[config.mk]
export PLATFORM = sky130hd
export DESIGN_NAME = strobe_port
export DESIGN_NICKNAME = d
export VERILOG_FILES = /design/src/common/strobe_port_pkg.sv /design/src/common/xbus_if.sv /design/src/rtl/pin_sync.sv /design/src/rtl/strobe_decode.sv /design/src/rtl/strobe_port.sv
export SDC_FILE = /design/constraint.sdc
export NUM_CORES = 1
export LEC_CHECK = 0
export ABC_AREA = 1
export BUFFER_PORTS_ARGS = -buffer_cell sky130_fd_sc_hd__buf_2
export CORE_ASPECT_RATIO = 0.7
export CORE_MARGIN = 1.5
export CORE_UTILIZATION = 55
export DETAILED_ROUTE_END_ITERATION = 10
export GPL_TIMING_DRIVEN = 0
export HOLD_SLACK_MARGIN = 0.02
export PLACE_DENSITY_LB_ADDON = 0.05
export SKIP_LAST_GASP = 1
export SYNTH_ARGS = -nofsm -noshare
export SYNTH_HDL_FRONTEND = slang
export SYNTH_SLANG_ARGS = --single-unit
[constraint.sdc]
create_clock -name clk -period 2.5 [get_ports clk]
set_clock_uncertainty 0.2 [all_clocks]
set_input_delay 0.125 -clock clk [delete_from_list [all_inputs] [get_ports clk]]
set_output_delay 0.125 -clock clk [all_outputs]
set_load 0.1 [all_outputs]
[src/common/strobe_port_pkg.sv]
/*
  Constants, field layout and mode encoding of the programmable strobe port.
  Assumes the core special function register bus addresses bytes by 8-bit address
  and bits by 8-bit bit address (byte address bits 7:3, bit index 2:0).
*/
package strobe_port_pkg;
  // ************************
  // sizes
  // ************************
  localparam int pins = 4;
  localparam int span_w = 2;

  // ************************
  // register addresses
  // ************************
  localparam logic [7:0] extra_irq_ctrl_addr = 8'hc0;
  localparam logic [7:0] strobe_cfg_a_addr = 8'hc1;
  localparam logic [7:0] strobe_cfg_b_addr = 8'hc2;
  localparam logic [7:0] strobe_port_addr = 8'hd8;
  localparam logic [7:0] base_low_addr [pins] = '{8'ha4, 8'h94, 8'hac, 8'hb4};
  localparam logic [7:0] base_high_addr [pins] = '{8'ha5, 8'h95, 8'had, 8'hb5};

  // ************************
  // extra_irq_ctrl fields
  // ************************
  localparam int third_trig_bit = 0;
  localparam int third_pend_bit = 1;
  localparam int third_en_bit = 2;
  localparam int fourth_trig_bit = 4;
  localparam int fourth_pend_bit = 5;
  localparam int fourth_en_bit = 6;

  // ************************
  // pins and reset values
  // ************************
  localparam int third_irq_pin = 3;
  localparam int fourth_irq_pin = 2;
  localparam logic [pins-1:0] port_reset = 4'hf;
  localparam logic [7:0] reg_reset = 8'h00;
  localparam logic [15:0] full_mask = 16'hffff;

  typedef enum logic [1:0] {
    mode_gpio = 2'h0,
    mode_rd = 2'h1,
    mode_wr = 2'h2,
    mode_rdwr = 2'h3
  } mode_e;
endpackage

[src/common/xbus_if.sv]
/*
  External data bus view shared by the port top and its address decoders.
  Assumes rd_act and wr_act are active-high forms of the core's strobes.
*/
`timescale 1ns/100ps
interface xbus_if;
  logic [15:0] addr;
  logic rd_act;
  logic wr_act;
  modport src (output addr, output rd_act, output wr_act);
  modport dec (input addr, input rd_act, input wr_act);
endinterface

[src/rtl/pin_sync.sv]
/*
  Three-stage synchroniser with agreement filter for asynchronous pin inputs.
  Assumes one clock; level only moves when stages two and three agree.
*/
`timescale 1ns/100ps
module pin_sync
  import strobe_port_pkg::*;
#(
  parameter int width = pins
)
(
  input wire logic clk,
  input wire logic reset,
  input wire logic [width-1:0] raw,
  output logic [width-1:0] level
);
  typedef struct packed {
    logic [width-1:0] s1;
    logic [width-1:0] s2;
    logic [width-1:0] s3;
    logic [width-1:0] filt;
  } sync_s;

  sync_s s_ff;
  sync_s nxt_s;

  always_comb
  begin
    nxt_s = s_ff;
    nxt_s.s1 = raw;
    nxt_s.s2 = s_ff.s1;
    nxt_s.s3 = s_ff.s2;
    for (int i = 0; i < width; i++)
    begin
      if (s_ff.s2[i] == s_ff.s3[i])
      begin
        nxt_s.filt[i] = s_ff.s3[i];
      end
    end
  end

  // pulled-up pins idle high
  always_ff @(posedge clk)
  begin
    if (reset)
    begin
      s_ff <= '1;
    end
    else
    begin
      s_ff <= nxt_s;
    end
  end

  assign level = s_ff.filt;
endmodule

[src/rtl/strobe_decode.sv]
/*
  Address match and strobe selection for one port pin.
  Assumes the caller registers the hit before it reaches a pin.
*/
`timescale 1ns/100ps
module strobe_decode
  import strobe_port_pkg::*;
(
  xbus_if.dec bus,
  input wire logic [15:0] base,
  input wire mode_e mode,
  input wire logic [span_w-1:0] span,
  output logic hit
);
  logic [15:0] mask;
  logic match;

  always_comb
  begin
    // span widens the window by ignoring low address bits
    mask = full_mask << span;
    match = (bus.addr & mask) == (base & mask);
    unique case (mode)
      mode_gpio: hit = 1'b0;
      mode_rd: hit = match && bus.rd_act;
      mode_wr: hit = match && bus.wr_act;
      mode_rdwr: hit = match && (bus.rd_act || bus.wr_act);
    endcase
  end
endmodule

[src/rtl/strobe_port.sv]
/*
  Four-pin programmable port: quasi-bidirectional pins, decoded chip-select
  strobes and two extra external interrupt inputs with their control register.
  Assumes the core's register bus and external data bus strobes run on clk.
*/
//
// Contract
// the port data register sits at d8 and each pin is configured on its own.
// each pin has four software-selected modes numbered zero to three.
// mode zero makes the pin quasi-bidirectional with a pull-up.
// in mode zero pin two feeds the fourth and pin three the third extra interrupt.
// mode one drives a read strobe in step with the bus read, inside the range only.
// mode two drives a write strobe in step with the bus write, inside the range only.
// mode three drives a strobe on either read or write, inside the range only.
// each pin holds a 16-bit base address split over a high and a low byte.
// modes and the address range come from configuration registers a and b.
// outside chips use the strobes as chip selects for their own range.
// the extra interrupt control register sits at c0 and is bit-addressable.
// a bit set at bit address c2 enables the third extra interrupt.
// each extra interrupt takes a falling edge when its type bit is set, else a low level.
// in edge mode the pending flag is set by hardware and cleared on service.
// a strobe is active on an address equal to the base and stays high otherwise; the code also hits where only the low span bits differ.
// after reset all pins are mode zero with latch high and no strobe active.
`timescale 1ns/100ps
module strobe_port
  import strobe_port_pkg::*;
(
  input wire logic clk,
  input wire logic reset,
  input wire logic [7:0] sfr_addr,
  input wire logic sfr_wr,
  input wire logic [7:0] sfr_wdata,
  output logic [7:0] sfr_rdata,
  input wire logic bit_wr,
  input wire logic [7:0] bit_addr,
  input wire logic bit_val,
  input wire logic [15:0] xaddr,
  input wire logic xrd_n,
  input wire logic xwr_n,
  input wire logic [pins-1:0] pin_in,
  output logic [pins-1:0] pin_out,
  output logic [pins-1:0] pin_oe,
  input wire logic third_irq_ack,
  input wire logic fourth_irq_ack,
  output logic third_irq_req,
  output logic fourth_irq_req
);
  // ************************
  // state
  // ************************
  typedef struct packed {
    logic [pins-1:0] latch;
    logic [7:0] cfg_a;
    logic [7:0] cfg_b;
    logic [7:0] ctrl;
    logic [pins-1:0][15:0] base;
    logic [pins-1:0] out;
    logic [pins-1:0] oe;
    logic [7:0] rdata;
    logic third_req;
    logic fourth_req;
    logic [pins-1:0] prev;
  } state_s;

  state_s s_ff;
  state_s nxt_s;
  logic [pins-1:0] lvl;
  logic [pins-1:0] hit;
  logic [pins-1:0] fall;
  xbus_if bus ();

  function automatic mode_e pin_mode(input logic [7:0] cfg, input int i);
    return mode_e'(cfg[2*i +: 2]);
  endfunction

  function automatic logic [span_w-1:0] pin_span(input logic [7:0] cfg, input int i);
    return cfg[2*i +: 2];
  endfunction

  // ************************
  // inputs and decoders
  // ************************
  pin_sync #(.width(pins)) u_sync (
    .clk(clk),
    .reset(reset),
    .raw(pin_in),
    .level(lvl)
  );

  assign bus.addr = xaddr;
  assign bus.rd_act = !xrd_n;
  assign bus.wr_act = !xwr_n;

  for (genvar g = 0; g < pins; g++)
  begin : g_dec
    strobe_decode u_dec (
      .bus(bus),
      .base(s_ff.base[g]),
      .mode(pin_mode(s_ff.cfg_a, g)),
      .span(pin_span(s_ff.cfg_b, g)),
      .hit(hit[g])
    );
  end

  assign fall = s_ff.prev & ~lvl;

  // ************************
  // next state
  // ************************
  always_comb
  begin
    nxt_s = s_ff;
    nxt_s.prev = lvl;
    if (sfr_wr)
    begin
      if (sfr_addr == strobe_port_addr)
      begin
        nxt_s.latch = sfr_wdata[pins-1:0];
      end
      if (sfr_addr == strobe_cfg_a_addr)
      begin
        nxt_s.cfg_a = sfr_wdata;
      end
      if (sfr_addr == strobe_cfg_b_addr)
      begin
        nxt_s.cfg_b = sfr_wdata;
      end
      if (sfr_addr == extra_irq_ctrl_addr)
      begin
        nxt_s.ctrl = sfr_wdata;
      end
      for (int i = 0; i < pins; i++)
      begin
        if (sfr_addr == base_low_addr[i])
        begin
          nxt_s.base[i][7:0] = sfr_wdata;
        end
        if (sfr_addr == base_high_addr[i])
        begin
          nxt_s.base[i][15:8] = sfr_wdata;
        end
      end
    end
    if (bit_wr)
    begin
      if (bit_addr[7:3] == strobe_port_addr[7:3] && !bit_addr[2])
      begin
        nxt_s.latch[bit_addr[1:0]] = bit_val;
      end
      if (bit_addr[7:3] == extra_irq_ctrl_addr[7:3])
      begin
        nxt_s.ctrl[bit_addr[2:0]] = bit_val;
      end
    end

    // hardware flags last so a detected edge beats a clear in the same cycle
    if (s_ff.ctrl[third_trig_bit])
    begin
      if (third_irq_ack)
      begin
        nxt_s.ctrl[third_pend_bit] = 1'b0;
      end
      if (fall[third_irq_pin] && pin_mode(s_ff.cfg_a, third_irq_pin) == mode_gpio)
      begin
        nxt_s.ctrl[third_pend_bit] = 1'b1;
      end
    end
    else
    begin
      nxt_s.ctrl[third_pend_bit] = !lvl[third_irq_pin]
        && pin_mode(s_ff.cfg_a, third_irq_pin) == mode_gpio;
    end
    if (s_ff.ctrl[fourth_trig_bit])
    begin
      if (fourth_irq_ack)
      begin
        nxt_s.ctrl[fourth_pend_bit] = 1'b0;
      end
      if (fall[fourth_irq_pin] && pin_mode(s_ff.cfg_a, fourth_irq_pin) == mode_gpio)
      begin
        nxt_s.ctrl[fourth_pend_bit] = 1'b1;
      end
    end
    else
    begin
      nxt_s.ctrl[fourth_pend_bit] = !lvl[fourth_irq_pin]
        && pin_mode(s_ff.cfg_a, fourth_irq_pin) == mode_gpio;
    end

    // irq only while the pin is a plain pin
    nxt_s.third_req = s_ff.ctrl[third_en_bit] && s_ff.ctrl[third_pend_bit]
      && pin_mode(s_ff.cfg_a, third_irq_pin) == mode_gpio;
    nxt_s.fourth_req = s_ff.ctrl[fourth_en_bit] && s_ff.ctrl[fourth_pend_bit]
      && pin_mode(s_ff.cfg_a, fourth_irq_pin) == mode_gpio;

    for (int i = 0; i < pins; i++)
    begin
      if (pin_mode(nxt_s.cfg_a, i) == mode_gpio)
      begin
        // quasi pin: drive only a low, the pull-up gives the high
        nxt_s.out[i] = nxt_s.latch[i];
        nxt_s.oe[i] = !nxt_s.latch[i];
      end
      else
      begin
        // active-low chip select, one cycle behind the bus strobe
        nxt_s.out[i] = !hit[i];
        nxt_s.oe[i] = 1'b1;
      end
    end

    nxt_s.rdata = reg_reset;
    if (sfr_addr == strobe_port_addr)
    begin
      nxt_s.rdata[pins-1:0] = lvl;
    end
    if (sfr_addr == strobe_cfg_a_addr)
    begin
      nxt_s.rdata = s_ff.cfg_a;
    end
    if (sfr_addr == strobe_cfg_b_addr)
    begin
      nxt_s.rdata = s_ff.cfg_b;
    end
    if (sfr_addr == extra_irq_ctrl_addr)
    begin
      nxt_s.rdata = s_ff.ctrl;
    end
    for (int i = 0; i < pins; i++)
    begin
      if (sfr_addr == base_low_addr[i])
      begin
        nxt_s.rdata = s_ff.base[i][7:0];
      end
      if (sfr_addr == base_high_addr[i])
      begin
        nxt_s.rdata = s_ff.base[i][15:8];
      end
    end
  end

  // ************************
  // registers
  // ************************
  always_ff @(posedge clk)
  begin
    if (reset)
    begin
      s_ff <= '0;
      s_ff.latch <= port_reset;
      s_ff.out <= port_reset;
      s_ff.prev <= port_reset;
    end
    else
    begin
      s_ff <= nxt_s;
    end
  end

  assign sfr_rdata = s_ff.rdata;
  assign pin_out = s_ff.out;
  assign pin_oe = s_ff.oe;
  assign third_irq_req = s_ff.third_req;
  assign fourth_irq_req = s_ff.fourth_req;
endmodule

==> results of run 1 <==
## flip-flops by register name, summed over array words and instances, names as in the netlist
| register | flops |
|---|---|
| pin_oe | 4 |
| u_sync.nxt_s | 8 |
| fourth_irq_req | 1 |
| third_irq_req | 1 |
| sfr_rdata | 8 |
| pin_out | 4 |
| u_sync.s_ff | 4 |
| s_ff | 94 |
| u_sync.level | 4 |
## synthesized netlist by cell type, types with 3 or more instances
cell,instances
o21ai_0,52
nor3_1,6
dfxtp_1,128
nor3_2,3
inv_2,12
o21ai_1,15
a21oi_1,94
nor2_1,52
a211oi_1,3
xnor2_1,31
nand2_2,8
buf_6,3
nor2_2,3
o22ai_1,9
nand2_4,4
o21ai_2,3
o2111ai_1,5
inv_1,90
nand3_1,91
clkbuf_1,31
nand4_1,24
nand2_1,170
buf_4,19
o211ai_1,7
nor4_1,10
xor2_1,16
buf_2,10
or2_2,15
## metal layers
layer	track usage, %	routed length, um	vias up
li1	-	-	3276
met1	50.46	9672	3205
met2	52.78	9089	431
met3	10.69	2953	61
met4	13.71	575	0
met5	0	0	-
## worst max path at each step
| stage | startpoint | end | slack [ns] |
|---|---|---|---|
| 3_3_place_gp | sfr_addr[2] | s_ff[45] | 0.45 |
| 2_1_floorplan | sfr_addr[6] | s_ff[33] | 1.0 |
| 4_1_cts | bit_addr[7] | s_ff[111] | 0.07 |
| 3_5_place_dp | sfr_addr[2] | s_ff[44] | 0.40 |
| 5_1_grt | sfr_wr | pin_out[0] | 0.02 |
| 6_report | sfr_wr | pin_out[0] | 0.12 |
## cell type report
type                            count  area (um2)
Fill cell                        1049        3780
Multi-Input combinational cell    637        3381
Sequential cell                   128        2562
Timing Repair Buffer               77       490.5
Clock buffer                       17       425.4
Inverter                          102       382.9
Buffer                             66       365.4
Tap cell                          157       196.4
Clock inverter                     15       183.9
## repair_timing
item,CTS,global route
setup endpoints to repair,0,1
hold buffers,22,0
endpoints found under the hold margin,27,0
resized for setup,0,1
setup buffers,0,0
## power groups by stage
stage	logic, mW	clock network (mW)	registers [mW]
finish	0.385	2.58	2.06
global placement	0.346	0	2.10
CTS	0.370	2.58	2.06
floorplan	0.204	0	2.10
detailed placement	0.348	0	2.10
global route	0.407	2.68	2.06
## cell families after synthesis
kind of cell | count (synthesis)
and+or+nand+nor | 394
DFF | 128
AOI/OAI and AO/OA | 195
xor gates and xnor gates | 47
muxes | 1
buffers and inverters | 168
## critical path, stage by stage
cell,delay (ns)
dlygate4sd3_1,0.51
buf_2,0.30
inv_1,0.12
nor2_1,0.23
inv_2,0.13
nand2_1,0.08
o211ai_1,0.07
o21ai_1,0.10
dlygate4sd3_1,0.58
nand2_1,0.07
nand2_1,0.09
nand2_1,0.06
## metrics by stage
step                hold WS (ns)  power [mW]
finish                  0.003308       5.028
global route             0.07672       5.146
CTS                      0.02125       5.004
detailed placement        0.1095       2.451
global placement          0.1068       2.449
floorplan                0.02881       2.306
==> out/metrics.cfg, run 1 <==
[logic_synthesis]
synthSimpleGateAreaFrac_pct=28.11
synthAdderAreaFrac_pct=0
synth_seq_area_share_pct=38.32
synth_top_family_by_area=simple AND/OR/NAND/NOR gates
synthMuxAreaShare_pct=0.1497
synth-compound-area-share_pct=16.07
ys_seq_elements=128
syn_nets=986
yosys.area.top_type=dfxtp_1
netlist.area_leader.share_pct=38.32
syn_inst=933
synth_xor_area_share_pct=6.156
synthDistinctLibCells=43
yosys_warnings=0
synthesis.area_mm2=0.006686
synth_flop_cell=dfxtp_1
synth-edff-count=0
synthArstFlopShare_pct=0
ys_top_cells_by_area=dfxtp_1, nand2_1, a21oi_1
synth.avg_cell_area_um2=7.167

[cells_and_area]
stdcell_area_mm2=0.007988
fin_util_pct=67.88
final_layout_size_suffix_gt1_share_pct=17.27
antenna_cells=0
stdcell_count=1199
nets=1082
syn_to_final_growth_pct=19.46
layout_common_cells=nand2_1, dfxtp_1, a21oi_1
layout_commonest_cell=nand2_1

[min_path]
hold_path_startpoint=bit_addr[3]
hold_class=in2reg
min_delay_path_depth=6
min_to=s_ff[113]

[timing]
tightest_slew_ns=0.8314
worst_slack_ns=0.1197
setup_violations=0
finalCritPeriodShare_pct=95.21
period_needed_ns=2.380
setup_tns_ns=0
finalMaxSlewViolations=0
finalHoldViolations=0
slew_headroom_pct=44.57
fmax_mhz=420.1
rsz0062_at_grt=false

[worst_setup_path]
crit_type=in2reg
cp_max_fo=10
timing.rr.start=s_ff[108]
arrival_ns=2.48
required_ns=2.60
r2r_slack_ns=0.43
endpoint_kind=register
cp-start-kind=primary input
reg2reg_to=pin_out[3]
reg2reg_depth=7

[routing]
first_iter_violations=870
drc=0
drtPass1Iterations=5
vias=6973
routed_wl_um=22290
wl_per_cell_um=18.59
post_drt_via_cell_ratio=5.816
ant_nets=0

[global_routing]
gr-total-overflow=0
grt_pass1_wl_um=34180
grt_max_degree=17
grt_usage_pct=36.19
grt_pass1_vias=6337
antenna_found_initial=0

[floorplanning]
rows=33
fp.dieH_um=95.25
die_w_um=134.8
io_pins=71
core_area_mm2=0.01177
start_util_pct=56.82
dieArea_mm2=0.01284

[pwr]
p_leak_nw=3.292
swShare_pct=25.56
switchingPower_mw=1.285
internal_power_mw=3.743
seqPwrFrac_pct=40.9
irDropWorstVdd_mv=0.4797
pwr-share-clk_pct=51.4
combPwrFrac_pct=7.7
p_per_area_mw_per_mm2=629.4

[clock_network]
clk_latency_ns=0.43
clock-root-buffer=clkbuf_16
cts_max_level=4
clk_pin_slew_worst_paths_ns=0.06
numCtsBuffers=17
clock_path_buffers=2
cts_sinks=128
cts_tree=done

[placement]
hpwl_um=16040
io_buffers=56
gp_congestion=1.009
placed_cells=1146
dpl_cell_area_mm2=0.007163
post-place-ws_ns=0.4050

[status]
status=finished clean

[flow_run]
maxCapViolations=0

Power figures use the tool's default switching activity.
==> run 2, diff against run 1 <==
- BUFFER_PORTS_ARGS: -buffer_cell sky130_fd_sc_hd__buf_2 -> not set
- DONT_BUFFER_PORTS: not set -> 1
- SYNTH_HIERARCHICAL: not set -> 1
==> run 2 against run 1 <==
Against the previous run:
- the run now ends with negative hold slack left
- register-to-register slack worse by 0.32 ns
- critical path type unchanged
- setup slack worse by 0.033 ns
- non-clock buffer count is 34 lower
- highest routed layer unchanged
- maximum frequency is 1.4% lower
- die area is 8.4% higher
- synthesized area is 8.7% higher
- sequential share of layout area is 1.9 points lower
- first-iteration DRC count is 3.4% lower
==> out/metrics.cfg, run 2 <==
[clock_network]
cts_max_level=4  ; unchanged
numCtsBuffers=17  ; unchanged
clk_pin_slew_worst_paths_ns=0.06  ; about the same
clk_latency_ns=0.42  ; about the same
clock-root-buffer=clkbuf_16
clock_path_buffers=2  ; unchanged
cts_sinks=128  ; unchanged
cts_tree=done

[logic_synthesis]
synth_top_family_by_area=simple AND/OR/NAND/NOR gates
ys_seq_elements=128  ; unchanged
yosys_warnings=6  ; +6
syn_inst=1166  ; +25%
yosysMostFrequentCell=nand2_1
synth_xor_area_share_pct=1.446  ; -4.7 points
synth-edff-count=0  ; unchanged
synthMuxAreaShare_pct=0.6887  ; +0.54 points
syn_nets=1219  ; +24%
synth_common_cells=nand2_1, inv_1, dfxtp_1
synthAdderAreaFrac_pct=0  ; unchanged
netlist.area_leader.share_pct=35.26  ; -3.1 points
synthSimpleGateAreaFrac_pct=35.67  ; +7.6 points
synthArstFlopShare_pct=0  ; unchanged
synthesis.area_mm2=0.007267  ; +8.7%
ys_top_cells_by_area=dfxtp_1, nand2_1, inv_1
synth.avg_cell_area_um2=6.232  ; -13%
synthDistinctLibCells=39  ; -9.3%
synth_seq_area_share_pct=35.26  ; -3.1 points
yosys.area.top_type=dfxtp_1
synth_flop_cell=dfxtp_1
synth-compound-area-share_pct=11.28  ; -4.8 points

[worst_setup_path]
required_ns=2.63  ; +0.03 ns
reg2reg_to=pin_out[2]
endpoint_kind=register
r2r_slack_ns=0.11  ; -0.32 ns
timing.rr.start=s_ff[107]
reg2reg_depth=10  ; +3
arrival_ns=2.54  ; +0.06 ns
cp_max_fo=10  ; unchanged
cp-start-kind=primary input
crit_type=in2reg

[status]
violations=negative hold slack
status=finished with violations

[routing]
drc=0  ; unchanged
wl_per_cell_um=16.72  ; -10%
first_iter_violations=840  ; -3.4%
vias=7642  ; +9.6%
post_drt_via_cell_ratio=5.424  ; -6.7%
routed_wl_um=23560  ; +5.7%
ant_nets=0  ; unchanged
drtPass1Iterations=7  ; +2

[pwr]
fin_total_pwr_mw=4.822  ; -4.1%
irDropWorstVdd_mv=0.4719  ; -1.6%
p_leak_nw=3.708  ; +13%
p_per_area_mw_per_mm2=564.9  ; -10%

[cells_and_area]
top_register=s_ff
stdcell_area_mm2=0.008536  ; +6.9%
regArea_mm2=0.002572  ; +0.39%
largest_reg_flops=94  ; unchanged
antenna_cells=0  ; unchanged
fill_cells=1183  ; +13%
nets=1287  ; +19%
layout_commonest_cell=nand2_1
layout_common_cells=nand2_1, inv_1, dfxtp_1
syn_to_final_growth_pct=17.46
final_layout_size_suffix_gt1_share_pct=9.463  ; -7.8 points
multi_input_area_mm2=0.003572  ; +5.7%

[min_path]
hold_path_startpoint=xaddr[14]
min_delay_path_depth=8  ; +2
min_to=pin_out[3]
hold_class=in2reg

[floorplanning]
die_w_um=140.4  ; +4.2%
core_area_mm2=0.01263  ; +7.4%
io_pins=71  ; unchanged
fp.dieH_um=99.17  ; +4.1%
dieArea_mm2=0.01392  ; +8.4%
start_util_pct=57.52  ; +0.70 points
rows=34  ; +3.0%

[timing]
setup_violations=0  ; unchanged
finalMaxSlewViolations=0  ; unchanged
finalCritPeriodShare_pct=96.54  ; +1.3 points
whs_ns=-0.02310  ; -0.02641 ns
slew_headroom_pct=37.87  ; -6.7 points
fmax_mhz=414.3  ; -1.4%
period_needed_ns=2.414  ; +0.03331 ns
finalHoldViolations=1  ; +1
tightest_slew_ns=0.9307  ; +0.09925 ns

[placement]
gp_congestion=0.9590  ; -4.9%
io_buffers=0  ; -100%
hpwl_um=16910  ; +5.4%
dpl_cell_area_mm2=0.007470  ; +4.3%

[global_routing]
gr-total-overflow=0  ; unchanged
grt_max_degree=17  ; unchanged
grt_usage_pct=34.73  ; -1.5 points
grt_pass1_wl_um=36420  ; +6.6%
grt_pass1_vias=6702  ; +5.8%
antenna_found_initial=0  ; unchanged

[flow_run]
maxCapViolations=0  ; unchanged

==> run 2: cell types whose count changed after synthesis, sizes merged, moves of 6 or more <==
cell and change:
o21ai -17, nand2 +157, clkbuf -8, xnor2 -19
nand3 -6, inv +106, nor2 +65, xor2 -16
o22ai -8, a21oi -12, nor4 -7
==> run 2: what timing repair did <==
| item | in CTS | in global routing |
|---|---|---|
| setup endpoints to repair | 0 | 5 |
| resized for setup | 0 | 9 |
| hold buffers | 44 | 1 |
| buffers inserted | 0 | 5 |
| endpoints found under the hold margin | 53 | 1 |
==> run 2: area by class of cell <==
cell class	count	share of cell area [%]
plain buffers	60	4.090
clock buffers	18	5.145
clock inverters	14	1.524
inverters	210	9.279
multi-input cells	768	41.85
flip-flops and latches	128	30.14
well taps	162	2.375
repair buffers	49	5.600
==> run 2: critical path, stage by stage <==
cell	delay, ns
dlygate4sd3_1	0.72
clkbuf_1	0.53
clkinvlp_4	0.44
clkbuf_1	0.37
o21ai_0	0.19
inv_1	0.06
nand2_1	0.07
inv_1	0.04
==> run 2: stage by stage <==
| step | setup TNS, ns | std cells | utilization, % | worst slack, ns |
|---|---|---|---|---|
| after global placement | 0 | 1328 | 59.12 | 0.4018 |
| after detailed placement | 0 | 1328 | 59.12 | 0.3918 |
| after CTS | 0 | 1404 | 67.11 | 0.09909 |
| after floorplan | 0 | 1166 | - | 0.9614 |
| final | 0 | 1409 | 67.56 | 0.08641 |
| after global routing | -0.005215 | 1409 | 67.56 | -0.005215 |
==> run 2: power by group <==
part / switching, mW / internal (mW) / total [mW]
clock network: 1.01 / 1.41 / 2.41
registers: 0.00545 / 2.05 / 2.06
logic: 0.236 / 0.118 / 0.354
==> run 2: cells by family (layout without fill, tap and decap cells) <==
group                     Yosys count  count (layout)
xor gates and xnor gates           12              12
AOI/OAI and AO/OA                 152             152
DFF                               128             128
and+or+nand+nor                   599             599
muxes                               5               5
buffers and inverters             270             351
==> run 2: per-layer routing <==
| layer | track usage, % | share of wire, % | up-vias |
|---|---|---|---|
| met3 | 9.437 | 14 | 51 |
| met4 | 12.55 | 2.2 | 0 |
| met1 | 50.98 | 45 | 3403 |
| li1 | - | - | 3736 |
| met2 | 47.94 | 39 | 452 |
| met5 | 3.860 | 0 | - |
==> run 2: worst max path at each step <==
| stage | startpoint | end | slack [ns] |
|---|---|---|---|
| 6_report | reset | sfr_rdata[7] | 0.09 |
| 2_1_floorplan | sfr_addr[6] | s_ff[30] | 0.96 |
| 3_5_place_dp | sfr_addr[7] | sfr_rdata[4] | 0.39 |
| 3_3_place_gp | sfr_addr[7] | sfr_rdata[4] | 0.40 |
| 4_1_cts | s_ff[70] | pin_out[3] | 0.1 |
| 5_1_grt | sfr_addr[4] | s_ff[91] | -0.005 |
